<file path="src/egs_pkg.sv">
// constants and register map of the electronic gear scaler
package egs_pkg;

    // ------------------------------------------------------------
    // parameter addresses
    // ------------------------------------------------------------
    localparam logic [15:0] ADDR_DENOM    = 16'h2606;
    localparam logic [15:0] ADDR_NUMER    = 16'h2608;
    localparam logic [15:0] ADDR_DIR      = 16'h260A;
    localparam logic [15:0] ADDR_PRESET   = 16'h260C;

    // ------------------------------------------------------------
    // reset values and limits
    // ------------------------------------------------------------
    localparam logic [31:0] RST_DENOM     = 32'h0000_0001;
    localparam logic [31:0] RST_NUMER     = 32'h0000_0001;
    localparam logic [15:0] RST_DIR       = 16'h0003;
    localparam logic [15:0] RST_PRESET    = 16'h0000;
    localparam logic [15:0] PRESET_MAX    = 16'h000B;
    localparam logic [15:0] DIR_MIN       = 16'h0001;
    localparam logic [15:0] DIR_MAX       = 16'h0003;

    // ------------------------------------------------------------
    // direction filter fields
    // ------------------------------------------------------------
    localparam int          DIR_POS_BIT   = 0;
    localparam int          DIR_NEG_BIT   = 1;

    // motor increments per revolution
    localparam logic [31:0] MOTOR_PER_REV = 32'h0002_0000;

    // ------------------------------------------------------------
    // preset reference increments per revolution, codes 1 to 11
    // ------------------------------------------------------------
    localparam logic [31:0] PRESET_1      = 32'h0000_00C8;
    localparam logic [31:0] PRESET_2      = 32'h0000_0190;
    localparam logic [31:0] PRESET_3      = 32'h0000_01F4;
    localparam logic [31:0] PRESET_4      = 32'h0000_03E8;
    localparam logic [31:0] PRESET_5      = 32'h0000_07D0;
    localparam logic [31:0] PRESET_6      = 32'h0000_0FA0;
    localparam logic [31:0] PRESET_7      = 32'h0000_1388;
    localparam logic [31:0] PRESET_8      = 32'h0000_2710;
    localparam logic [31:0] PRESET_9      = 32'h0000_1000;
    localparam logic [31:0] PRESET_10     = 32'h0000_2000;
    localparam logic [31:0] PRESET_11     = 32'h0000_4000;

endpackage : egs_pkg

</file>
<file path="src/egs_gear_scaler.sv">
// electronic gear scaler: reference increments to motor setpoint
// ------------------------------------------------------------
// What this block does
// - each reference increment is turned into motor increments by numerator over denominator.
// - selector zero uses the programmed numerator and denominator.
// - selector codes 1 to 11 pick 200,400,500,1000,2000,4000,5000,10000,4096,8192,16384 per revolution.
// - a preset ratio moves the motor one full revolution for the selected number of reference increments.
// - a negative numerator reverses the motor direction against the reference.
// - after reset the ratio is 1:1 with numerator 1, denominator 1 and selector 0.
// - movement in a disabled direction is suppressed.
// - direction filter 1 is positive only, 2 negative only, 3 both, default 3.
// - the motor has 131072 increments per revolution, the basis of the presets.
// - each scaled reference change in an enabled direction is added to the motor setpoint on the next clock edge.
// ------------------------------------------------------------
`timescale 1ns/1ns

module egs_gear_scaler
(
    input  wire logic               clock,
    input  wire logic               rst,
    // decoded reference increments
    input  wire logic               ref_step,
    input  wire logic               ref_neg,
    // parameter port
    input  wire logic               par_wr,
    input  wire logic               par_rd,
    input  wire logic [15:0]        par_addr,
    input  wire logic [31:0]        par_wdata,
    output logic      [31:0]        par_rdata,
    output logic                    par_ack,
    // motor setpoint
    output logic signed [63:0]      setpoint_pos,
    output logic signed [33:0]      move_delta,
    output logic                    move_valid,
    output logic                    move_blocked
);

    // ------------------------------------------------------------
    // parameter registers
    // ------------------------------------------------------------
    logic signed [31:0] ratio_denominator_r;
    logic signed [31:0] ratio_numerator_r;
    logic        [15:0] allowed_direction_r;
    logic        [15:0] preset_scale_select_r;

    // ------------------------------------------------------------
    // write decode; out-of-range values are dropped
    // ------------------------------------------------------------
    function automatic logic upper_clear(input logic [31:0] word);
        return (word[31:16] == 16'h0000);
    endfunction : upper_clear

    function automatic logic fits16(input logic [31:0] word, input logic [15:0] hi);
        return upper_clear(word) && (word[15:0] <= hi);
    endfunction : fits16

    logic               wr_denom;
    logic               wr_numer;
    logic               wr_dir;
    logic               wr_preset;

    always_comb
    begin
        wr_denom  = par_wr && (par_addr == egs_pkg::ADDR_DENOM) && ($signed(par_wdata) > 32'sh0000_0000);
        wr_numer  = par_wr && (par_addr == egs_pkg::ADDR_NUMER);
        wr_dir    = par_wr && (par_addr == egs_pkg::ADDR_DIR) && fits16(par_wdata, egs_pkg::DIR_MAX)
                    && (par_wdata[15:0] >= egs_pkg::DIR_MIN);
        wr_preset = par_wr && (par_addr == egs_pkg::ADDR_PRESET) && fits16(par_wdata, egs_pkg::PRESET_MAX);
    end

    // ------------------------------------------------------------
    // ratio denominator
    // ------------------------------------------------------------
    always_ff @(posedge clock or posedge rst)
    begin
        if (rst)
        begin
            ratio_denominator_r <= egs_pkg::RST_DENOM;
        end
        else if (wr_denom)
        begin
            ratio_denominator_r <= par_wdata;
        end
    end

    // ------------------------------------------------------------
    // ratio numerator, sign kept
    // ------------------------------------------------------------
    always_ff @(posedge clock or posedge rst)
    begin
        if (rst)
        begin
            ratio_numerator_r <= egs_pkg::RST_NUMER;
        end
        else if (wr_numer)
        begin
            ratio_numerator_r <= par_wdata;
        end
    end

    // ------------------------------------------------------------
    // direction filter
    // ------------------------------------------------------------
    always_ff @(posedge clock or posedge rst)
    begin
        if (rst)
        begin
            allowed_direction_r <= egs_pkg::RST_DIR;
        end
        else if (wr_dir)
        begin
            allowed_direction_r <= par_wdata[15:0];
        end
    end

    // ------------------------------------------------------------
    // preset selector
    // ------------------------------------------------------------
    always_ff @(posedge clock or posedge rst)
    begin
        if (rst)
        begin
            preset_scale_select_r <= egs_pkg::RST_PRESET;
        end
        else if (wr_preset)
        begin
            preset_scale_select_r <= par_wdata[15:0];
        end
    end

    // ------------------------------------------------------------
    // parameter read back, one cycle after the strobe
    // ------------------------------------------------------------
    function automatic logic [31:0] zext16(input logic [15:0] half);
        return {16'h0000, half};
    endfunction : zext16

    always_ff @(posedge clock or posedge rst)
    begin
        if (rst)
        begin
            par_ack <= 1'b0;
        end
        else
        begin
            par_ack <= par_rd | par_wr;
        end
    end

    always_ff @(posedge clock or posedge rst)
    begin
        if (rst)
        begin
            par_rdata <= 32'h0000_0000;
        end
        else if (par_rd)
        begin
            unique case (par_addr)
                egs_pkg::ADDR_DENOM:  par_rdata <= ratio_denominator_r;
                egs_pkg::ADDR_NUMER:  par_rdata <= ratio_numerator_r;
                egs_pkg::ADDR_DIR:    par_rdata <= zext16(allowed_direction_r);
                egs_pkg::ADDR_PRESET: par_rdata <= zext16(preset_scale_select_r);
                default:              par_rdata <= 32'h0000_0000;
            endcase
        end
    end

    // ------------------------------------------------------------
    // preset denominator lookup
    // ------------------------------------------------------------
    function automatic logic [31:0] preset_denom(input logic [15:0] sel);
        logic [31:0] d;
        d = egs_pkg::RST_DENOM;
        unique case (sel)
            16'h0001: d = egs_pkg::PRESET_1;
            16'h0002: d = egs_pkg::PRESET_2;
            16'h0003: d = egs_pkg::PRESET_3;
            16'h0004: d = egs_pkg::PRESET_4;
            16'h0005: d = egs_pkg::PRESET_5;
            16'h0006: d = egs_pkg::PRESET_6;
            16'h0007: d = egs_pkg::PRESET_7;
            16'h0008: d = egs_pkg::PRESET_8;
            16'h0009: d = egs_pkg::PRESET_9;
            16'h000A: d = egs_pkg::PRESET_10;
            16'h000B: d = egs_pkg::PRESET_11;
            default:  d = egs_pkg::RST_DENOM;
        endcase
        return d;
    endfunction : preset_denom

    // ------------------------------------------------------------
    // effective ratio and scaling
    // ------------------------------------------------------------
    logic signed [33:0] num_eff;
    logic signed [33:0] den_eff;
    logic signed [33:0] step_num;
    logic signed [33:0] rem_r;
    logic signed [33:0] sum;
    logic signed [33:0] quo;
    logic signed [33:0] rem_nxt;
    logic               dir_ok;
    logic               step_take;
    logic               step_drop;

    // ------------------------------------------------------------
    // ratio selection
    // ------------------------------------------------------------
    always_comb
    begin
        if (preset_scale_select_r == egs_pkg::RST_PRESET)
        begin
            num_eff = 34'(ratio_numerator_r);
            den_eff = 34'(ratio_denominator_r);
        end
        else
        begin
            num_eff = $signed({2'b00, egs_pkg::MOTOR_PER_REV});
            den_eff = $signed({2'b00, preset_denom(preset_scale_select_r)});
        end
    end

    // ------------------------------------------------------------
    // scaling with remainder carry
    // ------------------------------------------------------------
    always_comb
    begin
        step_num = ref_neg ? -num_eff : num_eff;
        sum      = rem_r + step_num;
        quo      = sum / den_eff;
        rem_nxt  = sum - 34'(quo * den_eff);
    end

    // ------------------------------------------------------------
    // direction filter on the sign of the motor delta
    // ------------------------------------------------------------
    always_comb
    begin
        dir_ok    = (quo > 34'sd0) ? allowed_direction_r[egs_pkg::DIR_POS_BIT] :
                    (quo < 34'sd0) ? allowed_direction_r[egs_pkg::DIR_NEG_BIT] : 1'b1;
        step_take = ref_step && dir_ok;
        step_drop = ref_step && !dir_ok;
    end

    // ------------------------------------------------------------
    // remainder carry
    // ------------------------------------------------------------
    always_ff @(posedge clock or posedge rst)
    begin
        if (rst)
        begin
            rem_r <= 34'sd0;
        end
        else if (step_take)
        begin
            rem_r <= rem_nxt;
        end
    end

    // ------------------------------------------------------------
    // setpoint accumulation
    // ------------------------------------------------------------
    always_ff @(posedge clock or posedge rst)
    begin
        if (rst)
        begin
            setpoint_pos <= 64'sd0;
        end
        else if (step_take)
        begin
            setpoint_pos <= setpoint_pos + 64'(quo);
        end
    end

    // ------------------------------------------------------------
    // last applied delta, zero after a suppressed step
    // ------------------------------------------------------------
    always_ff @(posedge clock or posedge rst)
    begin
        if (rst)
        begin
            move_delta <= 34'sd0;
        end
        else if (step_take)
        begin
            move_delta <= quo;
        end
        else if (step_drop)
        begin
            move_delta <= 34'sd0;
        end
    end

    // ------------------------------------------------------------
    // step outcome pulses
    // ------------------------------------------------------------
    always_ff @(posedge clock or posedge rst)
    begin
        if (rst)
        begin
            move_valid   <= 1'b0;
            move_blocked <= 1'b0;
        end
        else
        begin
            move_valid   <= step_take;
            move_blocked <= step_drop;
        end
    end

endmodule : egs_gear_scaler

</file>
<file path="config.mk">
export PLATFORM = sky130hd
export DESIGN_NAME = egs_gear_scaler
export DESIGN_NICKNAME = d
export VERILOG_FILES = /design/src/egs_pkg.sv /design/src/egs_gear_scaler.sv
export SDC_FILE = /design/constraint.sdc
export NUM_CORES = 2
export LEC_CHECK = 0
export CAP_MARGIN = 20
export CORE_ASPECT_RATIO = 1.25
export CORE_MARGIN = 2
export CORE_UTILIZATION = 40
export DETAILED_ROUTE_END_ITERATION = 8
export DONT_BUFFER_PORTS = 1
export SYNTH_ARGS = -nofsm -noshare
export SYNTH_HDL_FRONTEND = slang
export SYNTH_SLANG_ARGS = --single-unit
</file>
<file path="constraint.sdc">
create_clock -name clock -period 137.9 [get_ports clock]
set_input_delay 27.58 -clock clock [delete_from_list [all_inputs] [get_ports clock]]
set_output_delay 27.58 -clock clock [all_outputs]
set_load 0.01 [all_outputs]
</file>
==> out/results.txt <==
Met2 Resource Use GR - 0.576
Initial Utilization - 0.402
Clock tree buffer depth - 3
Clock Latency Late Sink - 0.62 ns
ANT nets after route - 0
Period utilization - 0.948
Mapped Area - 0.0691 sq mm
GR peak layer - met2
Final setup skew - 0.0367 ns
GR Util met1 - 0.363
Yosys Warn Count - 0
Crit-path max FO - 66
Synth async-reset ratio - 1.00
RePlAce Congestion - 1.01
Input/output buffers - 0
DRT iter0 DRCs - 5427
Fillers - 17377
CTS buffer count - 28
Total wire length - 296000 microns
Arr. time, crit path - 131.22 ns
Status - finished clean
Post-synth EDFFs - 0
Row count - 170
Vias in the first global route - 68723
Final-report setup violation count - 0
Buf+Inv Stages, Crit Path - 23
Worst Hold Class - reg2reg
Critical path's most frequent cell - a21oi_1
Slew @ Worst Pin - 1.26 ns
Hold violation count in the final report - 0
Detailed Place HPWL - 236000 microns
Data required, critical path - 138.33 ns
First-pass GRT wire length - 437000 microns
Register clock-pin slew on the reported worst setup and hold paths - 0.06 ns
Worst r2r src - preset_scale_select_r[1]
Crit start category - input port
Worst Setup End Kind - flip-flop
Slowest-stage cell, CP - xor2_1
Fin worst setup slack - 7.12 ns
DP Worst Slack - -0.748 ns
Largest net degree at the start of global routing - 120
Total global routing overflow - 0
Global-route met3 utilization - 0.0467
Crit path largest cell delay - 0.74 ns
Die Wd - 376 microns
CTS tree - done
Fmax - 7.65 MHz
Ys flop type - dfrtp_1
Rel. slew slack - 0.158
Hold EP - allowed_direction_r[11]
Initial antenna violation count - 6
R2R setup slack - 29.82 ns
Via count - 68294
H-Tree Level Count - 1
Via density - 6.11
Worst path top cell family by delay - compound AO/OA/AOI/OAI gates
Final net count - 10340
Maxcap violations - 0
Routed len/inst - 26.5 microns
Remaining DRCs - 0
Hold Path Stages - 1
FF-to-FF End - rem_r[33]
1st-pass router iterations - 6
Seq/Total Area, Yosys - 0.0954
Clock sink count - 263
Core area - 0.172 sq mm
FF+latch count, synth - 263
Final Critical Period - 130.78 ns
Die H - 469 microns
Clock root buffer - clkbuf_16
Area Overhead vs Synth - 7.36%
Type of the worst setup path - in2reg
DIE AREA - 0.176 sq mm
Avg Inst Size Synth - 7.67 sq um
Gr usage total - 0.328
Share of post-route cells with drive strength above 1 - 0.0842
Synth Instances - 9003
Synth cell types - 126
Worst reg-to-reg path cell count - 430
Min-delay src - allowed_direction_r[11]
Final slew viol count - 0
IO Pins - 187
routing by layer:
layer / vias up / wire (microns)
met5: - / 52
met4: 8 / 25900
met3: 969 / 18500
met2: 2774 / 143000
met1: 33380 / 108000
li1: 31163 / -
logic make-up (layout without fill, tap and decap cells):
| family | after synthesis | count (layout) | synth area share |
|---|---|---|---|
| AO/OA/AOI/OAI | 2228 | 2228 | 0.213 |
| XOR/XNOR | 612 | 612 | 0.0780 |
| adder cells (fa/ha/maj) | 1371 | 1371 | 0.303 |
| buffers and inverters | 1249 | 1179 | 0.0692 |
| flip-flops | 263 | 263 | 0.0954 |
| multiplexers | 218 | 218 | 0.0349 |
| other | 1 | 4 | 0.0000543 |
| AND/OR/NAND/NOR | 3061 | 3062 | 0.207 |
timing repair:
item | 4_1_cts | 5_1_grt
setup endpoints to repair | 4 | 134
pin swaps | 0 | 7
hold buffers | 0 | 0
cloned | 0 | 1
buffers inserted | 0 | 31
gates resized for setup | 2 | 111
worst max path at each step:
stage,from,endpoint,slack (ns),cells past startpoint
finish,ref_neg,rem_r[33],7.12,427
global route,ref_neg,rem_r[33],-0.23,437
CTS,ref_neg,rem_r[33],0.05,424
detailed placement,ref_neg,rem_r[33],-0.75,424
global placement,ref_neg,rem_r[33],1.88,426
floorplan,ref_neg,rem_r[33],13.25,458
layout make-up:
type	count	area (sq um)	area share
diodes	1	2.50	0.0000337
clock inverters	12	181	0.00245
clock buffers	39	802	0.0108
repair buffers	242	1920	0.0259
flip-flops and latches	263	6590	0.0888
well taps	2236	2800	0.0377
inverters	886	3360	0.0453
multi-input cells	7494	58500	0.789
metrics by stage:
| stage | setup TNS [ns] | instances | area (sq um) | hold WS (ns) | utilization |
|---|---|---|---|---|---|
| after floorplan | 0 | 9005 | 69100 | 0.454 | - |
| after global placement | 0 | 11081 | 72300 | 0.468 | 0.421 |
| after detailed placement | -2.04 | 11085 | 72300 | 0.471 | 0.421 |
| after CTS | 0 | 11136 | 73300 | 0.491 | 0.427 |
| after global routing | -0.484 | 11172 | 74200 | 0.499 | 0.432 |
| final | 0 | 11173 | 74200 | 0.490 | 0.432 |
sequential cells by signal, indices dropped and copies added (netlist names):
name,flops
allowed_direction_r,16
move_blocked,1
move_delta,34
move_valid,1
par_ack,1
par_rdata,32
preset_scale_select_r,16
ratio_denominator_r,32
ratio_numerator_r,32
rem_r,34
setpoint_pos,64
cell usage after synthesis (all sizes together) (53+ instances only):
| master | n | area (sq um) |
|---|---|---|
| nand2 | 1066 | 4020 |
| inv | 880 | 3300 |
| ha | 869 | 10900 |
| nor2 | 841 | 3160 |
| a21oi | 572 | 2890 |
| fa | 502 | 10000 |
| o21ai | 468 | 2350 |
| xnor2 | 399 | 3490 |
| clkbuf | 287 | 1080 |
| dfrtp | 259 | 6480 |
| nor3 | 240 | 1240 |
| xor2 | 211 | 1850 |
| a21o | 208 | 1560 |
| o21a | 190 | 1430 |
| mux2 | 184 | 2070 |
| nand3 | 178 | 903 |
| nand2b | 103 | 644 |
| and2 | 100 | 626 |
| a31oi | 98 | 632 |
| nor2b | 97 | 607 |
| o31ai | 82 | 644 |
| buf | 76 | 375 |
| or3 | 72 | 450 |
| nor4 | 71 | 542 |
| or2 | 65 | 407 |
| a22o | 60 | 526 |
| nand4 | 58 | 384 |
| o22ai | 57 | 357 |
| and3 | 53 | 332 |
layout by cell type (no fill, tap or decap), types with 71 or more instances in the layout:
| master | n |
|---|---|
| ha_1 | 869 |
| inv_1 | 870 |
| a21oi_1 | 562 |
| o31ai_1 | 71 |
| or3_1 | 71 |
| mux2_2 | 178 |
| xnor2_1 | 376 |
| xor2_1 | 209 |
| fa_1 | 502 |
| o21ai_0 | 431 |
| nand3_1 | 174 |
| nor2b_1 | 94 |
| nor2_1 | 825 |
| dfrtp_1 | 259 |
| a31oi_1 | 92 |
| nand2_1 | 1060 |
| a21o_1 | 207 |
| nor3_1 | 227 |
| nand2b_1 | 100 |
| o21a_1 | 188 |
| buf_4 | 234 |
| and2_1 | 97 |
Power is not shown: default switching activity piles up to over one toggle a cycle in this logic, so the estimate is an artifact.
